$ cat src/inc/cpualu_cfg.svh
`ifndef CPUALU_CFG_SVH
`define CPUALU_CFG_SVH
// ----------------------------------------
// Register byte offsets
// ----------------------------------------
`define CPUALU_CTL_OFS 4'h0
`define CPUALU_SR_OFS 4'h4
// ----------------------------------------
// Field positions
// ----------------------------------------
`define CPUALU_CTL_PRIORITY_MSB_FLAG 3
`define CPUALU_CTL_PSV 2
`define CPUALU_SR_DC 8
`define CPUALU_SR_N 3
`define CPUALU_SR_OV 2
`define CPUALU_SR_Z 1
`define CPUALU_SR_C 0
// ----------------------------------------
// Timing counts
// ----------------------------------------
`define CPUALU_DIV_CYCLES 5'h10
`define CPUALU_DIV_LAST 5'h01
`endif

$ cat src/inc/cpualu_pkg.sv
package cpualu_pkg;
    typedef enum logic [3:0] {
        OP_ADD, OP_SUB, OP_AND, OP_IOR, OP_XOR,
        OP_ASR, OP_SL, OP_LSR, OP_MUL, OP_DIV
    } cpualu_op_t;
    typedef enum logic [2:0] {
        MUL_SS, MUL_UU, MUL_SU, MUL_US, MUL_SLIT, MUL_ULIT, MUL_U8
    } cpualu_mul_t;
    typedef enum logic {DIV_IDLE, DIV_RUN} cpualu_dst_t;
    typedef struct packed {
        cpualu_dst_t state;
        logic [4:0] cnt;
        logic [15:0] rem;
        logic [15:0] quo;
        logic [15:0] dvs;
        logic neg_q;
        logic neg_r;
        logic done;
    } cpualu_div_t;
    typedef struct packed {
        logic ack;
        logic [31:0] dat;
        logic priority_msb_flag;
        logic program_space_window_enable;
        logic dc;
        logic [2:0] cpu_priority_level;
        logic n;
        logic ov;
        logic z;
        logic c;
        logic busy;
        logic rvalid;
        logic [15:0] rdata;
        logic [15:0] rhi;
        logic rmem;
        logic rbyte;
        logic rdiv;
        logic err;
    } cpualu_top_t;
endpackage : cpualu_pkg

$ cat src/cpualu_div.sv
`include "cpualu_cfg.svh"
module cpualu_div
    import cpualu_pkg::*;
(
    input logic clk_i,
    input logic rst_i,
    input logic start_i,
    input logic sgn_i,
    input logic long_i,
    input logic [15:0] hi_i,
    input logic [15:0] lo_i,
    input logic [15:0] dvs_i,
    output logic done_o,
    output logic [15:0] quo_o,
    output logic [15:0] rem_o
);
    cpualu_div_t s_r;
    cpualu_div_t s_nxt;
    logic [31:0] dvd;
    logic [31:0] mag;
    logic [15:0] dmag;
    logic [17:0] trial;

    always_comb
    begin
        s_nxt = s_r;
        s_nxt.done = 1'b0;
        dvd = long_i ? {hi_i, lo_i} : {(sgn_i ? {16{lo_i[15]}} : 16'h0000), lo_i};
        mag = (sgn_i && dvd[31]) ? 32'(-dvd) : dvd;
        dmag = (sgn_i && dvs_i[15]) ? 16'(-dvs_i) : dvs_i;
        trial = {1'b0, s_r.rem, s_r.quo[15]} - {2'b00, s_r.dvs};
        case (s_r.state)
            DIV_IDLE:
            begin
                if (start_i)
                begin
                    s_nxt.state = DIV_RUN;
                    s_nxt.cnt = `CPUALU_DIV_CYCLES;
                    s_nxt.rem = mag[31:16];
                    s_nxt.quo = mag[15:0];
                    s_nxt.dvs = dmag;
                    s_nxt.neg_q = sgn_i && (dvd[31] ^ dvs_i[15]);
                    s_nxt.neg_r = sgn_i && dvd[31];
                end
            end
            DIV_RUN:
            begin
                if (!trial[17])
                begin
                    s_nxt.rem = trial[15:0];
                    s_nxt.quo = {s_r.quo[14:0], 1'b1};
                end
                else
                begin
                    s_nxt.rem = {s_r.rem[14:0], s_r.quo[15]};
                    s_nxt.quo = {s_r.quo[14:0], 1'b0};
                end
                s_nxt.cnt = s_r.cnt - 5'h01;
                if (s_r.cnt == `CPUALU_DIV_LAST)
                begin
                    s_nxt.state = DIV_IDLE;
                    s_nxt.done = 1'b1;
                end
            end
            default: s_nxt.state = DIV_IDLE;
        endcase
    end

    always_ff @(posedge clk_i)
    begin
        if (rst_i)
            s_r <= '0;
        else
            s_r <= s_nxt;
    end

    assign done_o = s_r.done;
    assign quo_o = s_r.neg_q ? 16'(-s_r.quo) : s_r.quo;
    assign rem_o = s_r.neg_r ? 16'(-s_r.rem) : s_r.rem;
endmodule : cpualu_div

$ cat src/cpualu_mul.sv
module cpualu_mul
    import cpualu_pkg::*;
(
    input logic [15:0] a_i,
    input logic [15:0] b_i,
    input logic [4:0] lit_i,
    input cpualu_mul_t mode_i,
    output logic [31:0] prod_o
);
    logic signed [16:0] xa;
    logic signed [16:0] xb;
    logic signed [33:0] full;

    // One shared 17x17 array; the extra bit carries sign or zero
    always_comb
    begin
        xa = {1'b0, a_i};
        xb = {1'b0, b_i};
        case (mode_i)
            MUL_SS:
            begin
                xa = {a_i[15], a_i};
                xb = {b_i[15], b_i};
            end
            MUL_SU: xa = {a_i[15], a_i};
            MUL_US: xb = {b_i[15], b_i};
            MUL_SLIT:
            begin
                xa = {a_i[15], a_i};
                xb = {12'h000, lit_i};
            end
            MUL_ULIT: xb = {12'h000, lit_i};
            MUL_U8:
            begin
                xa = {9'h000, a_i[7:0]};
                xb = {9'h000, b_i[7:0]};
            end
            default: xa = {1'b0, a_i};
        endcase
        full = xa * xb;
    end

    assign prod_o = full[31:0];
endmodule : cpualu_mul

$ cat src/cpualu_top.sv
// Notes on behaviour
// - Priority MSB flag: bit 3, hardware set/clear
// - Flag set blocks all user interrupts
// - Bit 2 maps program space into data
// - Other control bits read as zero
// - 16-bit two's complement add, sub, logic
// - Add and sub update C, Z, N, OV, DC; logic and shifts N, Z
// - Subtract: C and DC mean no-borrow
// - Byte or word operand size
// - Operand and result: register or memory
// - Shared 17x17 multiplier array
// - Seven signedness multiply modes
// - Signed/unsigned 32/16 and 16/16 divide
// - Quotient to register zero, remainder one
// - Long dividend from aligned register pair
// - One cycle per divisor bit
// - Shift up to 15 bits in one cycle
// - Multi-bit shifts register-direct only
// - Arithmetic right, left, logical right shifts
// - Priority level is MSB flag plus status field
// - Half carry from bit 4 or bit 8
// - Carry from result MSB
`include "cpualu_cfg.svh"
module cpualu_top
    import cpualu_pkg::*;
(
    input logic SYS_CLK_I,
    input logic SRST_I,
    input logic [3:0] ADR_I,
    input logic [31:0] DAT_I,
    input logic [3:0] SEL_I,
    input logic WE_I,
    input logic CYC_I,
    input logic STB_I,
    output logic ACK_O,
    output logic [31:0] DAT_O,
    input logic OP_VALID_I,
    input cpualu_op_t OP_CODE_I,
    input logic OP_BYTE_I,
    input logic OP_SRC_MEM_I,
    input logic OP_DST_MEM_I,
    input logic [15:0] OP_A_I,
    input logic [15:0] OP_MEM_I,
    input logic [15:0] OP_B_I,
    input logic [15:0] OP_HI_I,
    input logic [4:0] OP_LIT_I,
    input cpualu_mul_t OP_MUL_MODE_I,
    input logic OP_SIGNED_I,
    input logic OP_LONG_I,
    input logic PRIORITY_MSB_FLAG_SET_I,
    input logic PRIORITY_MSB_FLAG_CLR_I,
    output logic BUSY_O,
    output logic RES_VALID_O,
    output logic [15:0] RES_DATA_O,
    output logic [15:0] RES_HI_O,
    output logic RES_TO_MEM_O,
    output logic RES_BYTE_O,
    output logic RES_DIV_O,
    output logic ERR_O,
    output logic USER_IRQ_BLOCK_O,
    output logic PSV_EN_O,
    output logic [3:0] IPL_O
);
    cpualu_top_t s_r;
    cpualu_top_t s_nxt;
    logic acc;
    logic wb;
    logic shop;
    logic rej;
    logic sub;
    logic [15:0] opa;
    logic [15:0] ea;
    logic [15:0] eb;
    logic [15:0] bb;
    logic [16:0] sum;
    logic [16:0] cx;
    logic [15:0] res;
    logic [31:0] rd;
    logic [31:0] prod;
    logic div_done;
    logic [15:0] div_quo;
    logic [15:0] div_rem;

    // ----------------------------------------
    // Operand selection
    // ----------------------------------------
    // Divider holds the pipeline, so new work waits for it
    assign acc = OP_VALID_I && !s_r.busy;
    assign wb = CYC_I && STB_I && !s_r.ack;
    assign shop = OP_CODE_I == OP_ASR || OP_CODE_I == OP_SL || OP_CODE_I == OP_LSR;
    assign rej = acc && shop && OP_LIT_I[3:1] != 3'h0 && (OP_SRC_MEM_I || OP_DST_MEM_I);
    assign sub = OP_CODE_I == OP_SUB;
    assign opa = OP_SRC_MEM_I ? OP_MEM_I : OP_A_I;

    // ----------------------------------------
    // Multiplier and divider
    // ----------------------------------------
    // shared multiply array
    cpualu_mul u_mul
    (
        .a_i(opa),
        .b_i(OP_B_I),
        .lit_i(OP_LIT_I),
        .mode_i(OP_MUL_MODE_I),
        .prod_o(prod)
    );

    cpualu_div u_div
    (
        .clk_i(SYS_CLK_I),
        .rst_i(SRST_I),
        .start_i(acc && OP_CODE_I == OP_DIV),
        .sgn_i(OP_SIGNED_I),
        .long_i(OP_LONG_I),
        .hi_i(OP_HI_I),
        .lo_i(OP_A_I),
        .dvs_i(OP_B_I),
        .done_o(div_done),
        .quo_o(div_quo),
        .rem_o(div_rem)
    );

    // ----------------------------------------
    // Adder and logic
    // ----------------------------------------
    always_comb
    begin
        ea = OP_BYTE_I ? {8'h00, opa[7:0]} : opa;
        eb = OP_BYTE_I ? {8'h00, OP_B_I[7:0]} : OP_B_I;
        bb = sub ? ~eb : eb;
        sum = {1'b0, ea} + {1'b0, bb} + {16'h0000, sub};
        // Carry into each bit, valid whatever the upper byte holds
        cx = {1'b0, ea} ^ {1'b0, bb} ^ sum;
        case (OP_CODE_I)
            OP_ADD: res = sum[15:0];
            OP_SUB: res = sum[15:0];
            OP_AND: res = ea & eb;
            OP_IOR: res = ea | eb;
            OP_XOR: res = ea ^ eb;
            OP_ASR: res = 16'($signed(opa) >>> OP_LIT_I[3:0]);
            OP_SL: res = opa << OP_LIT_I[3:0];
            OP_LSR: res = opa >> OP_LIT_I[3:0];
            default: res = prod[15:0];
        endcase
    end

    // ----------------------------------------
    // Register read mux
    // ----------------------------------------
    always_comb
    begin
        case (ADR_I)
            `CPUALU_CTL_OFS: rd = {28'h0000000, s_r.priority_msb_flag, s_r.program_space_window_enable, 2'b00};
            `CPUALU_SR_OFS: rd = {23'h000000, s_r.dc, s_r.cpu_priority_level, 1'b0, s_r.n, s_r.ov, s_r.z, s_r.c};
            default: rd = 32'h00000000;
        endcase
    end

    // ----------------------------------------
    // Next state
    // ----------------------------------------
    always_comb
    begin
        s_nxt = s_r;
        s_nxt.ack = wb;
        s_nxt.rvalid = 1'b0;
        s_nxt.err = 1'b0;
        if (wb && !WE_I)
        begin
            s_nxt.dat = rd;
        end
        if (wb && WE_I && SEL_I[0] && ADR_I == `CPUALU_CTL_OFS)
        begin
            s_nxt.program_space_window_enable = DAT_I[`CPUALU_CTL_PSV];
            if (!DAT_I[`CPUALU_CTL_PRIORITY_MSB_FLAG])
            begin
                s_nxt.priority_msb_flag = 1'b0;
            end
        end
        if (wb && WE_I && ADR_I == `CPUALU_SR_OFS)
        begin
            if (SEL_I[1])
            begin
                s_nxt.dc = DAT_I[`CPUALU_SR_DC];
            end
            if (SEL_I[0])
            begin
                s_nxt.cpu_priority_level = DAT_I[7:5];
                s_nxt.n = DAT_I[`CPUALU_SR_N];
                s_nxt.ov = DAT_I[`CPUALU_SR_OV];
                s_nxt.z = DAT_I[`CPUALU_SR_Z];
                s_nxt.c = DAT_I[`CPUALU_SR_C];
            end
        end
        // hardware set wins over any clear
        if (PRIORITY_MSB_FLAG_CLR_I)
        begin
            s_nxt.priority_msb_flag = 1'b0;
        end
        if (PRIORITY_MSB_FLAG_SET_I)
        begin
            s_nxt.priority_msb_flag = 1'b1;
        end
        // Flag updates from the datapath beat a same-cycle software write
        if (rej)
        begin
            s_nxt.err = 1'b1;
        end
        else if (acc && OP_CODE_I == OP_DIV)
        begin
            s_nxt.busy = 1'b1;
        end
        else if (acc)
        begin
            s_nxt.rvalid = 1'b1;
            s_nxt.rdata = res;
            s_nxt.rhi = prod[31:16];
            s_nxt.rmem = OP_DST_MEM_I;
            s_nxt.rbyte = OP_BYTE_I && OP_CODE_I != OP_MUL && !shop;
            s_nxt.rdiv = 1'b0;
            if (OP_CODE_I != OP_MUL)
            begin
                s_nxt.n = s_nxt.rbyte ? res[7] : res[15];
                s_nxt.z = s_nxt.rbyte ? res[7:0] == 8'h00 : res == 16'h0000;
            end
            if (OP_CODE_I == OP_ADD || sub)
            begin
                s_nxt.c = OP_BYTE_I ? cx[8] : sum[16];
                s_nxt.dc = OP_BYTE_I ? cx[4] : cx[8];
                s_nxt.ov = OP_BYTE_I ? cx[7] ^ cx[8] : cx[15] ^ sum[16];
            end
        end
        if (div_done)
        begin
            s_nxt.busy = 1'b0;
            s_nxt.rvalid = 1'b1;
            s_nxt.rdata = div_quo;
            s_nxt.rhi = div_rem;
            s_nxt.rmem = 1'b0;
            s_nxt.rbyte = 1'b0;
            s_nxt.rdiv = 1'b1;
        end
    end

    always_ff @(posedge SYS_CLK_I)
    begin
        if (SRST_I)
            s_r <= '0;
        else
            s_r <= s_nxt;
    end

    // ----------------------------------------
    // Outputs
    // ----------------------------------------
    assign ACK_O = s_r.ack;
    assign DAT_O = s_r.dat;
    assign BUSY_O = s_r.busy;
    assign RES_VALID_O = s_r.rvalid;
    assign RES_DATA_O = s_r.rdata;
    assign RES_HI_O = s_r.rhi;
    assign RES_TO_MEM_O = s_r.rmem;
    assign RES_BYTE_O = s_r.rbyte;
    assign RES_DIV_O = s_r.rdiv;
    assign ERR_O = s_r.err;
    assign USER_IRQ_BLOCK_O = s_r.priority_msb_flag;
    assign PSV_EN_O = s_r.program_space_window_enable;
    assign IPL_O = {s_r.priority_msb_flag, s_r.cpu_priority_level};

    // ----------------------------------------
    // Checks
    // ----------------------------------------
    logic [16:0] add_ref;
    logic [15:0] asr_ref;
    logic [31:0] mul_ref;
    logic du;
    logic wreg;
    assign wreg = acc && !OP_SRC_MEM_I && !OP_BYTE_I && !rej;
    assign add_ref = {1'b0, OP_A_I} + {1'b0, OP_B_I};
    assign asr_ref = 16'($signed(OP_A_I) >>> OP_LIT_I[3:0]);
    assign mul_ref = {16'h0000, OP_A_I} * {16'h0000, OP_B_I};
    assign du = acc && OP_CODE_I == OP_DIV && !OP_SIGNED_I && !OP_LONG_I && OP_B_I != 16'h0000;
endmodule : cpualu_top

$ cat config.mk
export PLATFORM = sky130hd
export DESIGN_NAME = cpualu_top
export DESIGN_NICKNAME = d
export VERILOG_FILES = /design/src/inc/cpualu_pkg.sv /design/src/cpualu_div.sv /design/src/cpualu_mul.sv /design/src/cpualu_top.sv
export VERILOG_INCLUDE_DIRS = /design/src /design/src/inc
export SDC_FILE = /design/constraint.sdc
export NUM_CORES = 1
export LEC_CHECK = 0
export BUFFER_PORTS_ARGS = -buffer_cell sky130_fd_sc_hd__buf_4
export CAP_MARGIN = 20
export CELL_PAD_IN_SITES_DETAIL_PLACEMENT = 0
export CELL_PAD_IN_SITES_GLOBAL_PLACEMENT = 1
export CORE_MARGIN = 10
export CORE_UTILIZATION = 43
export CTS_BUF_LIST = sky130_fd_sc_hd__clkbuf_2 sky130_fd_sc_hd__clkbuf_4 sky130_fd_sc_hd__clkbuf_8
export DETAILED_ROUTE_END_ITERATION = 10
export GPL_TIMING_DRIVEN = 0
export PLACE_DENSITY = 0.89
export SYNTH_ARGS = -nofsm -noshare
export SYNTH_HDL_FRONTEND = slang
export SYNTH_SLANG_ARGS = --single-unit
$ cat constraint.sdc
create_clock -name SYS_CLK_I -period 7.7 [get_ports SYS_CLK_I]
set_input_delay 0.77 -clock SYS_CLK_I [delete_from_list [all_inputs] [get_ports SYS_CLK_I]]
set_output_delay 0.77 -clock SYS_CLK_I [all_outputs]
set_load 0.02 [all_outputs]
==> flow_metrics.env <==
export IMPL_drc_errors=0
export IMPL_ant_nets=0
export IMPL_avgRoutedWirePerCell_um=24.3
export IMPL_synth_ff_type="dfxtp_1"
export IMPL_p_total_mw=9.35
export IMPL_grt_total_usage=0.283
export IMPL_p_leak_nw=11.8
export IMPL_initial_core_util=0.435
export IMPL_ys_ff_latch=114
export IMPL_critPathCaptureType="flip-flop"
export IMPL_fin_cells=3758
export IMPL_crit_fanout=10
export IMPL_fillers=5208
export IMPL_clock_fmax_mhz=132
export IMPL_setup_slack_ps=126
export IMPL_worstHoldStart="RES_TO_MEM_O"
export IMPL_powerDensity_nw_per_um2=358
export IMPL_core_area_um2=52700
export IMPL_post_route_util=0.496
export IMPL_drt_total_wl_um=91200
export IMPL_cp_start_kind="primary input"
export IMPL_multi_input_area_um2=18400
export IMPL_r2r_setup_slack_ps=3850
export IMPL_critPathKind="primary input to flip-flop"
export IMPL_clockBufferDepth=2
export IMPL_io_pins=206
export IMPL_slew_headroom=0.176
export IMPL_layout_drive_gt1_share=0.150
export IMPL_syn_area_um2=22900
export IMPL_timing_rr_start="u_div.s_r[4]"
export IMPL_antenna_cells=0
export IMPL_cts_tree="built"
export IMPL_postPlaceCellArea_um2=25100
export IMPL_hold_ws_ps=471
export IMPL_synth_edf_count=0
export IMPL_fin_area_um2=26100
export IMPL_synthArstFlopShare=0
export IMPL_die_w_um=251
export IMPL_setup_viol=0
export IMPL_synthTopCellsByCount="inv_1 (390), nand2_1 (329), nor2_1 (299)"
export IMPL_synthDominantCellAreaShare=0.248
export IMPL_syn_to_final_growth_pct=14.0
export IMPL_drtIter0Drc=2122
export IMPL_yosys_area_top_type="fa_1"
export IMPL_syn_inst=2851
export IMPL_clock_sinks=114
export IMPL_antenna_found_initial=1
export IMPL_ys_seq_area_frac=0.0997
export IMPL_htree_levels=4
export IMPL_gp_congestion=1.04
export IMPL_die_height_um=251
export IMPL_startpoint="OP_SRC_MEM_I"
export IMPL_rows=84
export IMPL_dp_slack_ps=-2240
export IMPL_netlist_cell_type_count=83
export IMPL_clk_pin_slew_ps=90
export IMPL_status="finished clean"
export IMPL_cts_hold_buf=0
export IMPL_fin_nets=3621
export IMPL_finClkSkew_ps=18.3
export IMPL_numCtsBuffers=17
export IMPL_cts_root_buf="clkbuf_8"
export IMPL_min_path_type="flip-flop to flip-flop"
export IMPL_seq_area_um2=2280
export IMPL_clk_insertion_delay_late_ps=460
export IMPL_numPlacedInstances=3718
export IMPL_finalHoldViolCount=0
export IMPL_irDropWorstVdd_uv=535
export IMPL_io_buffers=143
export IMPL_grt_pass1_vias=22500
export IMPL_final_max_slew_violation_count=0
export IMPL_fin_tns_setup_ps=0
export IMPL_ys_warn_count=0
export IMPL_synthTopCellsByArea="fa_1 (25%), dfxtp_1 (10%), ha_1 (8.3%)"
export IMPL_viasPerCell=5.90
export IMPL_drt_pass1_iter_count=6
export IMPL_required_ps=8070
export IMPL_fin_crit_sh=0.984
export IMPL_vias=22200
export IMPL_period_needed_ps=7570
export IMPL_yosysMostFrequentCell="inv_1"
export IMPL_dp_hpwl_um=75400
export IMPL_grt_pass1_wl_um=138000
export IMPL_worst_pin_slew_ps=1230
export IMPL_grt_remaining_overflow=0
export IMPL_cp_arrival_ps=7950
export IMPL_grt_max_degree=29
export IMPL_max_cap_viol_count=0
export IMPL_avgSynthCellArea_um2=8.03
export IMPL_die_area_um2=62900
export IMPL_rsz0062_at_grt="yes"
## final cells by class
type,instances,share of cell area
inverter,394,0.0571
timing repair buffer,183,0.0554
clock inverter,15,0.00748
multi-input combinational,2138,0.704
clock buffer,17,0.00896
tap,688,0.0330
buffer,209,0.0471
sequential,114,0.0874
## sequential cells by signal, summed over array words and instances (netlist names)
name / count
RES_BYTE_O: 1
DAT_O: 8
u_div.done_o: 1
USER_IRQ_BLOCK_O: 1
BUSY_O: 1
PSV_EN_O: 1
ACK_O: 1
u_div.s_r: 56
RES_VALID_O: 1
ERR_O: 1
RES_DATA_O: 16
RES_HI_O: 16
RES_DIV_O: 1
RES_TO_MEM_O: 1
IPL_O: 3
s_r: 5
## what timing repair did
action | 4_1_cts | 5_1_grt
gates resized for setup | 89 | 55
pin swaps | 1 | 2
buffers inserted | 10 | 17
endpoints found under the setup margin | 24 | 16
## layout by cell type, fill, tap and decap left out, types with 86 or more instances in the layout
| cell | count |
|---|---|
| dfxtp_1 | 114 |
| xnor2_1 | 89 |
| buf_4 | 242 |
| o21ai_0 | 86 |
| a21oi_1 | 129 |
| nor2_1 | 290 |
| inv_1 | 386 |
| ha_1 | 151 |
| fa_1 | 281 |
| nand2_1 | 328 |
## per-layer routing
layer / global-route usage / share of wire
met5: 0 / 0.00014
met4: 0.125 / 0.047
met2: 0.460 / 0.46
met1: 0.361 / 0.40
met3: 0.0522 / 0.089
## path summary, 6_finish.rpt
kind | endpoint | cells after the start
setup / recovery | RES_HI_O[14] | 24
hold / removal | RES_TO_MEM_O | 2
setup reg to reg | u_div.s_r[48] | 12
hold reg to reg | RES_TO_MEM_O | 2
## critical path, stage by stage
cell and delay [ps]:
buf_6 160, buf_8 210, mux2i_4 500, or2_2 360, nor2_1 120, fa_1 530, inv_1 60, fa_1 510
fa_1 520, inv_1 60, fa_1 470, fa_1 560, inv_1 60, fa_1 540, inv_1 50, ha_1 340
a21o_1 190, a21o_1 160, a21o_1 180, and2_1 170, a311o_1 380, a221o_1 390, o311a_1 390, a211oi_2 250
## power by group
group          internal, mW  total (mW)  switching [mW]
Clock                 0.330       0.624           0.294
Combinational          3.16        8.01            4.85
Sequential            0.658       0.712          0.0536
## kinds of logic (layout without fill, tap and decap cells)
logic type	after synthesis	count (layout)	share of synthesized area
buf+inv	622	818	0.115
fa+ha+maj	435	435	0.331
flops	114	114	0.0997
simple gates	893	893	0.176
mux	131	131	0.0740
other cells	1	24	0.000164
compound gates	526	526	0.155
xor+xnor	129	129	0.0493
No activity file was read; power rests on OpenSTA's default activity.
